File: src/ssp_defines.vh
`ifndef SSP_DEFINES_VH
`define SSP_DEFINES_VH

// Register byte offsets on the APB.
`define SSP_OFS_CONFIG      8'h00
`define SSP_OFS_OPERATION   8'h04
`define SSP_OFS_RX_BUFFER   8'h08
`define SSP_OFS_SHIFT_DATA  8'h0C
`define SSP_OFS_PRIORITY    8'h10

// Fields of the port configuration register.
`define SSP_CFG_LEN_LSB     0
`define SSP_CFG_LEN_MSB     2
`define SSP_CFG_RATE_LSB    3
`define SSP_CFG_RATE_MSB    5
`define SSP_CFG_POLARITY    6
`define SSP_CFG_SOFT_RESET  7

// Fields of the port operation register.
`define SSP_OP_IRQ_ENABLE   0
`define SSP_OP_PERMIT       1
`define SSP_OP_MASTER       2
`define SSP_OP_DONE         6
`define SSP_OP_OVERRUN      7

// Field of the port priority register.
`define SSP_PRI_LOW         6

// Reset values; the port comes out of reset held in soft reset.
`define SSP_RST_CONFIG      8'h80
`define SSP_RST_OPERATION   3'h0
`define SSP_RST_PRIORITY    1'h0

`endif

File: src/ssp_port.v
// Operation
// - Soft reset freezes shift logic until released.
// - Length field bits 0-2 gives code plus one.
// - Transmit data leaves most significant bit first.
// - Received bits enter at LSB, shift upward.
// - Master clock is system clock over 2^(code+1).
// - Master write to shift data starts transfer.
// - Slave takes clock from pin, ignores rate.
// - Polarity bit six picks the latching edge.
// - Completion sets done flag; enable at bit 0.
// - Done flag read-only, cleared by buffer read.
// - Interrupt requested while flag and enable set.
// - Priority bit six routes request high/low.
// - Overrun flag when unread character is replaced.
// - Permit low stops data drive, receives on.
// - No parity or error detection in hardware.
// - Master shifts out and captures simultaneously.
// - Each finished character copied to receive buffer.
// - Slave shifts on received clock, clock is input.
//
// Chosen here: the register addresses and the APB register port.
`timescale 1ns/1ns
`default_nettype none
`include "ssp_defines.vh"

module ssp_port (
    // Clock and synchronous reset.
    input  wire        ref_clk,
    input  wire        reset,
    // APB slave port.
    input  wire        psel,
    input  wire        penable,
    input  wire        pwrite,
    input  wire [7:0]  paddr,
    input  wire [31:0] pwdata,
    output reg  [31:0] prdata_ff,
    output reg         pready_ff,
    output reg         pslverr_ff,
    // Interrupt requests, one per priority level.
    output reg         irq_high_ff,
    output reg         irq_low_ff,
    // Serial clock pin as input, output and enable.
    input  wire        serial_clock_pin_in,
    output reg         serial_clock_pin_out_ff,
    output reg         serial_clock_pin_oe_ff,
    // Master-out data pin as input, output and enable.
    input  wire        master_out_data_pin_in,
    output reg         master_out_data_pin_out_ff,
    output reg         master_out_data_pin_oe_ff,
    // Slave-out data pin as input, output and enable.
    input  wire        slave_out_data_pin_in,
    output reg         slave_out_data_pin_out_ff,
    output reg         slave_out_data_pin_oe_ff
);

    // Software-visible registers.
    reg  [7:0] port_config_reg_ff;     // Length, rate, polarity, soft reset.
    reg  [2:0] op_ctrl_ff;             // Irq enable, permit, master.
    reg        done_flag_ff;           // Character completed.
    reg        rx_overrun_flag_ff;     // Unread character was replaced.
    reg        port_priority_ff;       // One routes the request low.
    reg  [7:0] receive_buffer_reg_ff;  // Last finished character.
    reg  [7:0] shift_data_reg_ff;      // Shift register proper.

    // Shift engine state.
    reg        active_ff;              // Master transfer in progress.
    reg  [2:0] bit_cnt_ff;             // Bits finished in this character.
    reg        rx_bit_ff;              // Bit caught on the latching edge.
    reg  [7:0] div_cnt_ff;             // Master half-period counter.
    reg        sclk_level_ff;          // Master clock level being driven.

    // Slave clock synchroniser and edge history.
    reg        sclk_sync1_ff;
    reg        sclk_sync2_ff;
    reg        sclk_prev_ff;

    // Next-state values.
    reg  [7:0] nxt_shift_data_reg_ff;
    reg  [2:0] nxt_bit_cnt_ff;
    reg        nxt_active_ff;
    reg        nxt_rx_bit_ff;
    reg  [7:0] nxt_div_cnt_ff;
    reg        nxt_sclk_level_ff;
    reg        char_done;              // Pulse when a character ends.
    reg  [7:0] rd_mux;                 // Read data selected by address.
    reg        addr_hit;               // Address maps to a register.

    // Decoded control fields.
    wire       soft_rst   = port_config_reg_ff[`SSP_CFG_SOFT_RESET];
    wire       polarity   = port_config_reg_ff[`SSP_CFG_POLARITY];
    wire [2:0] len_code   =
        port_config_reg_ff[`SSP_CFG_LEN_MSB:`SSP_CFG_LEN_LSB];
    wire [2:0] rate_code  =
        port_config_reg_ff[`SSP_CFG_RATE_MSB:`SSP_CFG_RATE_LSB];
    wire       irq_en     = op_ctrl_ff[`SSP_OP_IRQ_ENABLE];
    wire       permit     = op_ctrl_ff[`SSP_OP_PERMIT];
    wire       master     = op_ctrl_ff[`SSP_OP_MASTER];

    // APB strobes; the write or read side effect lands on the access edge.
    wire       acc     = psel & penable & pready_ff;
    wire       wr_en   = acc & pwrite;
    wire       rd_en   = acc & ~pwrite;
    wire       wr_data = wr_en && (paddr == `SSP_OFS_SHIFT_DATA);
    wire       rd_buf  = rd_en && (paddr == `SSP_OFS_RX_BUFFER);

    // Half a serial clock period in system clocks: 2^code.
    function [7:0] half_period;
        input [2:0] code;
        begin
            half_period = 8'h01 << code;
        end
    endfunction

    // Slave clock edges, judged only from the second stage onward.
    wire       s_rise  = sclk_sync2_ff & ~sclk_prev_ff;
    wire       s_fall  = ~sclk_sync2_ff & sclk_prev_ff;
    // Polarity zero latches on the rising edge, one on the falling.
    wire       s_latch = polarity ? s_fall : s_rise;
    wire       s_shift = polarity ? s_rise : s_fall;

    // Master edges: a toggle away from idle latches, back to idle shifts.
    // The divider ends one system clock before each half period.
    wire       m_tick  = active_ff &&
                         (div_cnt_ff == half_period(rate_code) - 8'h01);
    wire       m_latch = m_tick & (sclk_level_ff == polarity);
    wire       m_shift = m_tick & (sclk_level_ff != polarity);

    // Shift engine; no parity or check bits are ever added.
    always @* begin
        nxt_shift_data_reg_ff = shift_data_reg_ff;
        nxt_bit_cnt_ff        = bit_cnt_ff;
        nxt_active_ff         = active_ff;
        nxt_rx_bit_ff         = rx_bit_ff;
        nxt_div_cnt_ff        = div_cnt_ff;
        nxt_sclk_level_ff     = sclk_level_ff;
        char_done             = 1'b0;
        if (soft_rst) begin
            // Everything frozen and idle while held.
            nxt_active_ff     = 1'b0;
            nxt_bit_cnt_ff    = 3'h0;
            nxt_div_cnt_ff    = 8'h00;
            nxt_sclk_level_ff = polarity;
        end else if (wr_data) begin
            // Software load; in master mode this starts a character.
            nxt_shift_data_reg_ff = pwdata[7:0];
            nxt_bit_cnt_ff        = 3'h0;
            nxt_active_ff         = master;
            nxt_div_cnt_ff        = 8'h00;
            nxt_sclk_level_ff     = polarity;
        end else if (master) begin
            // Master: divider runs only during a transfer.
            if (active_ff) begin
                nxt_div_cnt_ff = m_tick ? 8'h00 : div_cnt_ff + 8'h01;
            end
            if (m_tick) begin
                nxt_sclk_level_ff = ~sclk_level_ff;
            end
            if (m_latch) begin
                nxt_rx_bit_ff = slave_out_data_pin_in;
            end
            if (m_shift) begin
                // New bit enters at the bottom, MSB moves out.
                nxt_shift_data_reg_ff = {shift_data_reg_ff[6:0], rx_bit_ff};
                nxt_bit_cnt_ff        = bit_cnt_ff + 3'h1;
                if (bit_cnt_ff == len_code) begin
                    char_done      = 1'b1;
                    nxt_active_ff  = 1'b0;
                    nxt_bit_cnt_ff = 3'h0;
                end
            end
        end else begin
            // Slave: clock comes from the pin, rate unused.
            nxt_active_ff = 1'b0;
            if (s_latch) begin
                nxt_rx_bit_ff = master_out_data_pin_in;
            end
            if (s_shift) begin
                nxt_shift_data_reg_ff = {shift_data_reg_ff[6:0], rx_bit_ff};
                nxt_bit_cnt_ff        = bit_cnt_ff + 3'h1;
                if (bit_cnt_ff == len_code) begin
                    char_done      = 1'b1;
                    nxt_bit_cnt_ff = 3'h0;
                end
            end
        end
    end

    // Shift engine registers.
    always @(posedge ref_clk) begin
        if (reset) begin
            shift_data_reg_ff <= 8'h00;
            bit_cnt_ff        <= 3'h0;
            active_ff         <= 1'b0;
            rx_bit_ff         <= 1'b0;
            div_cnt_ff        <= 8'h00;
            sclk_level_ff     <= 1'b0;
        end else begin
            shift_data_reg_ff <= nxt_shift_data_reg_ff;
            bit_cnt_ff        <= nxt_bit_cnt_ff;
            active_ff         <= nxt_active_ff;
            rx_bit_ff         <= nxt_rx_bit_ff;
            div_cnt_ff        <= nxt_div_cnt_ff;
            sclk_level_ff     <= nxt_sclk_level_ff;
        end
    end

    // Two-stage synchroniser for the slave clock plus an edge history.
    // The slave path relies on the external clock being slow enough.
    always @(posedge ref_clk) begin
        if (reset) begin
            sclk_sync1_ff <= 1'b0;
            sclk_sync2_ff <= 1'b0;
            sclk_prev_ff  <= 1'b0;
        end else begin
            sclk_sync1_ff <= serial_clock_pin_in;
            sclk_sync2_ff <= sclk_sync1_ff;
            sclk_prev_ff  <= sclk_sync2_ff;
        end
    end

    // Receive buffer, done flag and overrun flag.
    // A completion in the same cycle as a clearing read wins.
    always @(posedge ref_clk) begin
        if (reset) begin
            receive_buffer_reg_ff <= 8'h00;
            done_flag_ff          <= 1'b0;
            rx_overrun_flag_ff    <= 1'b0;
        end else begin
            if (char_done) begin
                // Whole character copied out for software.
                receive_buffer_reg_ff <= nxt_shift_data_reg_ff;
            end
            if (soft_rst) begin
                done_flag_ff       <= 1'b0;
                rx_overrun_flag_ff <= 1'b0;
            end else begin
                // Set regardless of the interrupt enable.
                done_flag_ff <= char_done | (done_flag_ff & ~rd_buf);
                // Unread character overwritten means lost data.
                rx_overrun_flag_ff <= (char_done & done_flag_ff & ~rd_buf) |
                                      (rx_overrun_flag_ff & ~rd_buf);
            end
        end
    end

    // Control registers written over the APB.
    always @(posedge ref_clk) begin
        if (reset) begin
            port_config_reg_ff <= `SSP_RST_CONFIG;
            op_ctrl_ff         <= `SSP_RST_OPERATION;
            port_priority_ff   <= `SSP_RST_PRIORITY;
        end else if (wr_en) begin
            case (paddr)
                `SSP_OFS_CONFIG: begin
                    port_config_reg_ff <= pwdata[7:0];
                end
                `SSP_OFS_OPERATION: begin
                    // Flags at bits 6 and 7 are read-only.
                    op_ctrl_ff <= pwdata[2:0];
                end
                `SSP_OFS_PRIORITY: begin
                    port_priority_ff <= pwdata[`SSP_PRI_LOW];
                end
                default: begin
                    // Other addresses store nothing here; a shift data write is loaded by the shift engine.
                end
            endcase
        end
    end

    // Read data and address decode.
    always @* begin
        rd_mux   = 8'h00;
        addr_hit = 1'b1;
        case (paddr)
            `SSP_OFS_CONFIG:     rd_mux = port_config_reg_ff;
            `SSP_OFS_OPERATION:  rd_mux = {rx_overrun_flag_ff, done_flag_ff,
                                           3'h0, op_ctrl_ff};
            `SSP_OFS_RX_BUFFER:  rd_mux = receive_buffer_reg_ff;
            `SSP_OFS_SHIFT_DATA: rd_mux = shift_data_reg_ff;
            `SSP_OFS_PRIORITY:   rd_mux = {1'b0, port_priority_ff, 6'h00};
            default:             addr_hit = 1'b0;
        endcase
    end

    // APB answer: one wait-free access phase after each setup cycle.
    always @(posedge ref_clk) begin
        if (reset) begin
            pready_ff  <= 1'b0;
            prdata_ff  <= 32'h0000_0000;
            pslverr_ff <= 1'b0;
        end else begin
            pready_ff  <= psel & ~penable & ~pready_ff;
            prdata_ff  <= {24'h00_0000, rd_mux};
            pslverr_ff <= psel & ~penable & ~pready_ff & ~addr_hit;
        end
    end

    // Interrupt request held for as long as flag and enable stand.
    always @(posedge ref_clk) begin
        if (reset) begin
            irq_high_ff <= 1'b0;
            irq_low_ff  <= 1'b0;
        end else begin
            irq_high_ff <= done_flag_ff & irq_en & ~port_priority_ff;
            irq_low_ff  <= done_flag_ff & irq_en & port_priority_ff;
        end
    end

    // Pin drivers; data pins follow the next shift MSB to avoid lag.
    always @(posedge ref_clk) begin
        if (reset) begin
            serial_clock_pin_out_ff    <= 1'b0;
            serial_clock_pin_oe_ff     <= 1'b0;
            master_out_data_pin_out_ff <= 1'b0;
            master_out_data_pin_oe_ff  <= 1'b0;
            slave_out_data_pin_out_ff  <= 1'b0;
            slave_out_data_pin_oe_ff   <= 1'b0;
        end else begin
            // Clock pin is driven only in master mode.
            serial_clock_pin_out_ff    <= nxt_sclk_level_ff;
            serial_clock_pin_oe_ff     <= master;
            master_out_data_pin_out_ff <= nxt_shift_data_reg_ff[7];
            slave_out_data_pin_out_ff  <= nxt_shift_data_reg_ff[7];
            // Permit low: no data drive, reception continues.
            master_out_data_pin_oe_ff  <= master & permit;
            slave_out_data_pin_oe_ff   <= ~master & permit;
        end
    end

endmodule // ssp_port
`default_nettype wire

File: config.mk
export PLATFORM = sky130hd
export DESIGN_NAME = ssp_port
export DESIGN_NICKNAME = d
export VERILOG_FILES = /design/src/ssp_port.v
export VERILOG_INCLUDE_DIRS = /design/src /design/src/src
export SDC_FILE = /design/constraint.sdc
export NUM_CORES = 1
export LEC_CHECK = 0
export ABC_AREA = 1
export BUFFER_PORTS_ARGS = -buffer_cell sky130_fd_sc_hd__buf_4
export CAP_MARGIN = 10
export CORE_MARGIN = 4
export CORE_UTILIZATION = 45
export CTS_BUF_LIST = sky130_fd_sc_hd__clkbuf_16
export CTS_CLUSTER_DIAMETER = 30
export DETAILED_ROUTE_END_ITERATION = 6
export PLACE_DENSITY = 0.76
export SETUP_SLACK_MARGIN = 0.02
export SLEW_MARGIN = 40
export SYNTH_ARGS = -nofsm -noshare
export SYNTH_HDL_FRONTEND = slang
export SYNTH_SLANG_ARGS = --single-unit
File: constraint.sdc
create_clock -name ref_clk -period 2.35 [get_ports ref_clk]
set_input_delay 0.1175 -clock ref_clk [delete_from_list [all_inputs] [get_ports ref_clk]]
set_output_delay 0.1175 -clock ref_clk [all_outputs]
set_load 0.1 [all_outputs]
==> impl_results.md, run 1 <==
* Outcome: completed
* Port Buffers at 41
* Hold Fails Final Rpt at 0
* Cell Area, Synth at 0.00353 sq mm
* I/O Pins at 90
* Initial antenna violation count at 0
* Share of cells above drive strength 1 at 20.2%
* Critical path peak fanout at 5
* Crit end category: flop
* Pwr Total at 2.50 mW
* Mapped Cells at 526
* FMAX at 0.427 GHz
* Initial DRT Pass Iterations at 5
* Syn avg cell area at 6.72 sq um
* DRT iter0 DRCs at 229
* Final min period at 2.34 ns
* Drt wl/cell at 13.5 um
* Register area at 0.00124 sq mm
* CP endpoint: receive_buffer_reg_ff[4]
* H-tree Lvls at 3
* CP Data Arrival Time at 2.57 ns
* First-pass GRT wire length at 14900 um
* Gr usage total at 19.3%
* Width of the die at 96.6 um
* N_diodes at 0
* Vias in the first global route at 3220
* CP cell instances: nor2_4 > nand2_2 > ha_4 > inv_2 > nand2_1 > nand2_1 > nor2_2 > nand3_1 > nor2_2 > nand3_4 > nor2_2 > nand3_1 > nand3_1 > nand2_1 > nand2_1 > nand3_2 > nand2_1 > inv_1
* Async S/R FF share, synth at 0%
* Cell Rows at 32
* P&R area growth vs syn at 22.7%
* Vias at 3566
* Reg2reg path depth at 18
* R2r setup slk at 0.008 ns
* Worst reg2reg path endpoint: receive_buffer_reg_ff[4]
* Total clock sinks at 62
* Commonest cells after routing, fill and taps aside: nand2_1 (94), inv_1 (89), buf_4 (65), dfxtp_1 (60), nor2_1 (42)
* FF-to-FF Start: port_config_reg_ff[4]
* P_int at 1.80 mW
* Leakage power at 1.98 nW
* Post-layout util at 56.4%
* Clock Power Share at 47.5%
* Die H at 96.6 um
* CP Launch Type: flop
* Final setup fails at 0
* Most frequent cell on the critical path: nand2_1
* Primary FF master, synth: dfxtp_1
* Seq pwr share at 42.3%
* Final Max Slew Viols at 0
* Max-cap violation count at 0
* Critical path buffers and inverters at 2
* Largest family of logic cells by synthesized area: simple AND/OR/NAND/NOR gates
* Worst Hold Class: input pin to flop
* CP startpoint: port_config_reg_ff[4]
* YS warnings at 0
* Reg clk slew, reported paths at 0.05 ns
* EDFF count, synth at 0
* Num CTS Buffers at 9
* Skew final at 0.00506 ns
* Vias/cell at 5.12
* Post-DP HPWL at 6760 um
* Sw power at 0.703 mW
* Synth Area in Simple Gates at 30.1%
* Commonest non-fill, non-tap cell in the layout: nand2_1
* Clock Path Buffers at 2
* Worst stage delay on the critical path at 0.33 ns
* Seq cells post-synth at 62
* Slowest CP cell: dfxtp_2
* GR Overflow Total at 0
* WS Path Type: flop to flop
* Filler cells at 736
* ANT nets after route at 0
* Starting Density at 46.0%
* Core Region at 0.00769 sq mm
* Compound-Gate Fraction of Synth Area at 14.4%
* Post-route clock period utilization at 99.6%
* Slew margin rel. at 61.8%
* Tightest Pin Transition at 0.571 ns
* Sw Ratio at 28.1%
* CTS tree: yes
* Synth Area in XOR/XNOR at 1.98%
* CP delay by family, top: simple AND/OR/NAND/NOR gates
* Sequential area share after synthesis at 35.1%
* Adder-cell share of the synthesized area at 1.06%
* CP required at 2.58 ns
* Root Driver: clkbuf_16
* Routability Congestion at 0.893
* Mux contribution to synthesized area at 0%
* Synth unique cells at 38
* RSZ-0062 raised after global routing: true
* Final layout net count at 641
* Combinational cell fraction of total power at 10.2%
* Final Routed Wirelength at 9420 um
* WP depth at 18
* Pwr dens at 576 mW/mm^2
* DRC violations left at 0
* VDD IR max at 0.334 mV
* Die footprint at 0.00933 sq mm
* Clock latency on the worst-skew pair at 0.33 ns
* Largest net degree at the start of global routing at 34
* Multi-input logic area at 0.00184 sq mm
[registers in the layout (all words and copies together), names as in the netlist, 3 cells and up]
register and flops:
div_cnt_ff 8, port_config_reg_ff 8, prdata_ff 8, receive_buffer_reg_ff 8, shift_data_reg_ff 8, bit_cnt_ff 3, op_ctrl_ff 3
[what timing repair did]
item / in CTS / in global routing
gates resized for setup: 0 / 17
setup endpoints to repair: 8 / 23
pin swaps: 0 / 6
hold buffers: 0 / 0
setup buffers: 0 / 2
cloned: 1 / 2
[kinds of logic (layout without fill, tap and decap cells)]
logic type / after synthesis / after routing
xor gates and xnor gates: 8 / 8
other: 1 / 24
DFF: 62 / 62
adders and majority gates: 3 / 3
buffers and inverters: 132 / 176
AOI/OAI and AO/OA: 89 / 89
and+or+nand+nor: 231 / 233
[how the worst min path moves through the flow]
stage	start	end	slack, ns	cells past startpoint
after floorplan	serial_clock_pin_in	sclk_sync1_ff	0.22	2
after global placement	serial_clock_pin_in	sclk_sync1_ff	0.33	3
after detailed placement	serial_clock_pin_in	sclk_sync1_ff	0.33	3
after CTS	serial_clock_pin_in	sclk_sync1_ff	0.008	3
after global routing	serial_clock_pin_in	sclk_sync1_ff	0.02	3
final	serial_clock_pin_in	sclk_sync1_ff	0.008	3
[power groups by stage]
stage	logic, mW	registers (mW)	clock network [mW]
final	0.256	1.06	1.19
after global routing	0.265	1.06	1.26
after CTS	0.254	1.06	1.20
after detailed placement	0.254	1.08	0
after global placement	0.253	1.08	0
after floorplan	0.228	1.09	0
[synth_stat cells, types with 3 or more instances]
| master | n | area share (%) |
|---|---|---|
| clkbuf_1 | 9 | 0.96 |
| dfxtp_1 | 62 | 35 |
| inv_2 | 3 | 0.32 |
| a21oi_1 | 35 | 5.0 |
| o22ai_1 | 7 | 1.2 |
| nor4_1 | 3 | 0.53 |
| nor2_2 | 5 | 0.89 |
| inv_1 | 90 | 9.6 |
| buf_4 | 26 | 5.5 |
| xor2_1 | 6 | 1.5 |
| nand2_1 | 97 | 10 |
| nand3_1 | 45 | 6.4 |
| nor2_1 | 43 | 4.6 |
| a221oi_1 | 4 | 0.99 |
| o21ai_0 | 26 | 3.7 |
| nor3_1 | 18 | 2.5 |
| nand4_1 | 4 | 0.71 |
| nand2_2 | 5 | 0.89 |
| ha_1 | 3 | 1.1 |
| a211oi_1 | 9 | 1.9 |
[worst reg2reg max path: cells and delay by family (launching register included)]
kind	cells	cell delay [ns]
buf+inv	2	0.06
simple gates	15	1.59
flops	1	0.33
fa+ha+maj	1	0.28
[area by class of cell]
class | instances | area share, %
clock buffer | 9 | 5.19
clock inverter | 7 | 0.981
inverter | 94 | 8.25
multi-input combinational | 357 | 42.5
sequential | 62 | 28.7
tap | 102 | 2.94
timing repair buffer | 65 | 11.3
timing repair inverter | 1 | 0.144
[per-layer routing]
metal / track usage, % / routed length, um / up-vias
li1: - / - / 1779
met2: 32.9 / 4590 / 140
met3: 3.68 / 696 / 26
met5: 0 / 0 / -
met1: 23.6 / 3850 / 1621
met4: 8.53 / 280 / 0
[stage by stage]
stage	TNS, ns	instance area [sq um]	cells	hold slack (ns)	worst slack, ns
floorplan	0	3620	549	0.224	0.0812
global placement	0	3970	676	0.327	0.0401
detailed placement	0	3970	676	0.331	0.0233
CTS	0	4240	693	0.00757	0.00358
global route	-1.71	4340	697	0.0178	-0.141
finish	0	4340	697	0.00847	0.00850
No activity file was read; power rests on OpenSTA's default activity.
==> inputs of run 2 (changes only) <==
Settings changed: ABC_AREA 1 to unset, ABC_CLOCK_PERIOD_IN_PS set to 2350, CAP_MARGIN 10 to unset, PLACE_DENSITY 0.76 to 0.75.
==> run 2 against run 1 <==
Compared with the run above: the flow now finishes with violations (negative setup slack); cell area is 12% higher; largest power group unchanged; non-clock buffer count is 8 higher; worst hold slack better by 0.012 ns; critical path type unchanged; combinational power is 16% higher; critical endpoint is now receive_buffer_reg_ff[1]; synthesized cell count is 14% lower; first-iteration DRC count is 27% higher; routed wire length is 15% higher; highest routed layer unchanged; power is 7.3% higher; register-to-register slack worse by 0.19 ns; sequential share of layout area is 2.9 points lower.
==> impl_results.md, run 2 <==
* Outcome: finished with violations
* Failing checks: negative setup slack
* CP Launch Type: flop
* Final Max Slew Viols at 0
* Hold Fails Final Rpt at 0
* Worst stage delay on the critical path at 0.44 ns
* Num CTS Buffers at 9
* Register area at 0.00125 sq mm
* Clock latency on the worst-skew pair at 0.33 ns
* Final Routed Wirelength at 10800 um
* WS Path Type: flop to flop
* Drt wl/cell at 17.8 um
* Largest net degree at the start of global routing at 40
* DP Worst Slack at -0.193 ns
* H-tree Lvls at 3
* Top post-synthesis cells by area: dfxtp_1 (32%), buf_4 (5.3%), a21oi_1 (4.0%)
* Cell Area, Synth at 0.00384 sq mm
* Initial antenna violation count at 0
* CP Data Arrival Time at 2.78 ns
* Most common cell in the netlist: dfxtp_1
* FMAX at 0.394 GHz
* Skew final at 0.00506 ns
* Final non-filler cell total at 609
* RSZ-0062 raised after global routing: true
* Hold Slack at 0.0204 ns
* Die H at 100 um
* Vias at 3629
* Final setup fails at 21
* DRC violations left at 0
* Vias in the first global route at 3460
* Instance area at placement at 0.00429 sq mm
* DRT iter0 DRCs at 290
* CTS tree: yes
* Total clock sinks at 62
* Slowest CP cell: o311ai_4
* Most frequent cells after synthesis: dfxtp_1 (62), nor2_1 (37), a21oi_1 (31), nand2_1 (29), buf_4 (27)
* N_diodes at 0
* Post-route clock period utilization at 108%
* Area leader, netlist: dfxtp_1
* Tightest Pin Transition at 0.766 ns
* Synth unique cells at 62
* Syn avg cell area at 8.51 sq um
* Gr usage total at 21.5%
* Filler cells at 694
* Post-DP HPWL at 7530 um
* FF-to-FF Start: port_config_reg_ff[5]
* Vias/cell at 5.96
* Hold path startpoint: serial_clock_pin_in
* Routability Congestion at 0.916
* Multi-input logic area at 0.00256 sq mm
* WHS Endpoint: sclk_sync1_ff
* Hold depth at 2
* CP cell instances: or3_4 > ha_4 > xor2_4 > and4_4 > o311ai_4 > nor4_2 > or2_1 > buf_12 > a311oi_2
* I/O Pins at 90
* Fin area at 0.00484 sq mm
* Placed cell count at 590
* Root Driver: clkbuf_16
* P&R area growth vs syn at 25.8%
* Critical path buffers and inverters at 1
* Starting Density at 46.6%
* Pwr Total at 2.68 mW
* Final layout net count at 550
* Top-area cell type share of the netlist area at 32.3%
* Width of the die at 100 um
* Async S/R FF share, synth at 0%
* CP required at 2.60 ns
* Cell Rows at 33
* Sequential area share after synthesis at 32.3%
* Port Buffers at 41
* YS warnings at 0
* Initial DRT Pass Iterations at 5
* R2r setup slk at -0.19 ns
* Mapped Cells at 452
* Reg clk slew, reported paths at 0.06 ns
* Worst reg2reg path endpoint: receive_buffer_reg_ff[1]
* Die footprint at 0.0101 sq mm
* Crit end category: flop
* CP delay by family, top: simple AND/OR/NAND/NOR gates
* Slack of the critical path at -0.186 ns
* VDD IR max at 0.374 mV
* Max-cap violation count at 0
* Commonest cells after routing, fill and taps aside: buf_4 (69), dfxtp_1 (58), nor2_1 (36), nand2_1 (29), a21oi_1 (29)
* Share of cells above drive strength 1 at 29.0%
* Final min period at 2.54 ns
* Critical path peak fanout at 8
* ANT nets after route at 0
* EDFF count, synth at 0
* Reg2reg path depth at 9
* Leakage power at 1.83 nW
* Seq cells post-synth at 62
* GR Overflow Total at 0
* Clock Path Buffers at 2
* Slew margin rel. at 47.6%
* Pwr dens at 554 mW/mm^2
* Primary FF master, synth: dfxtp_1
* First-pass GRT wire length at 17300 um
* Core Region at 0.00826 sq mm
* Worst Hold Class: input pin to flop
* Commonest non-fill, non-tap cell in the layout: buf_4
## run 2: how the worst max path moves through the flow
stage	endpoint	cells past startpoint	startpoint	slack, ns
after floorplan	receive_buffer_reg_ff[1]	9	port_config_reg_ff[5]	-0.07
after global placement	receive_buffer_reg_ff[6]	9	port_config_reg_ff[5]	-0.15
after detailed placement	receive_buffer_reg_ff[6]	9	port_config_reg_ff[5]	-0.19
after CTS	receive_buffer_reg_ff[1]	9	port_config_reg_ff[5]	-0.15
after global routing	receive_buffer_reg_ff[1]	9	port_config_reg_ff[5]	-0.29
final	receive_buffer_reg_ff[1]	9	port_config_reg_ff[5]	-0.19
## run 2: repair_timing
item,4_1_cts,5_1_grt
hold buffers,1,0
endpoints found under the hold margin,1,0
gates resized for setup,16,17
pin swaps,5,12
setup buffers,1,2
setup endpoints to repair,23,26
## run 2: stage by stage
step,TNS (ns),util [%]
final,-2.43,58.6
after global routing,-5.04,58.6
after CTS,-1.59,57.2
after detailed placement,-2.71,52.0
after global placement,-1.92,52.0
after floorplan,-0.349,-
## run 2: layout make-up
class	instances	share of cell area, %
clock buffer	9	4.66
inverter	6	0.466
timing repair buffer	73	11.8
sequential	62	25.8
tap	105	2.72
multi-input combinational	347	53.0
clock inverter	7	1.55
## run 2: logic make-up (layout without fill, tap and decap cells)
group | Yosys count | count (layout) | share of synthesized area (%)
fa+ha+maj | 3 | 3 | 0.976
other cells | 1 | 24 | 0.0975
simple gates | 172 | 172 | 24.8
compound gates | 114 | 114 | 22.1
buf+inv | 66 | 95 | 9.50
flops | 62 | 62 | 32.3
xor+xnor | 15 | 15 | 3.42
mux | 19 | 19 | 6.87
## run 2: power by group
group	total, mW	switching, mW	internal, mW	leakage [nW]
Clock	1.33	0.505	0.821	0.138
Combinational	0.297	0.242	0.0551	1.19
Sequential	1.06	0.00348	1.05	0.502
## run 2: routing by layer
metal / GRT usage, % / vias to the layer above / wire length, um
li1: - / 1714 / -
met1: 27.4 / 1710 / 4350
met2: 35.0 / 170 / 5270
met3: 5.35 / 35 / 946
met4: 8.60 / 0 / 274
met5: 0 / - / 0
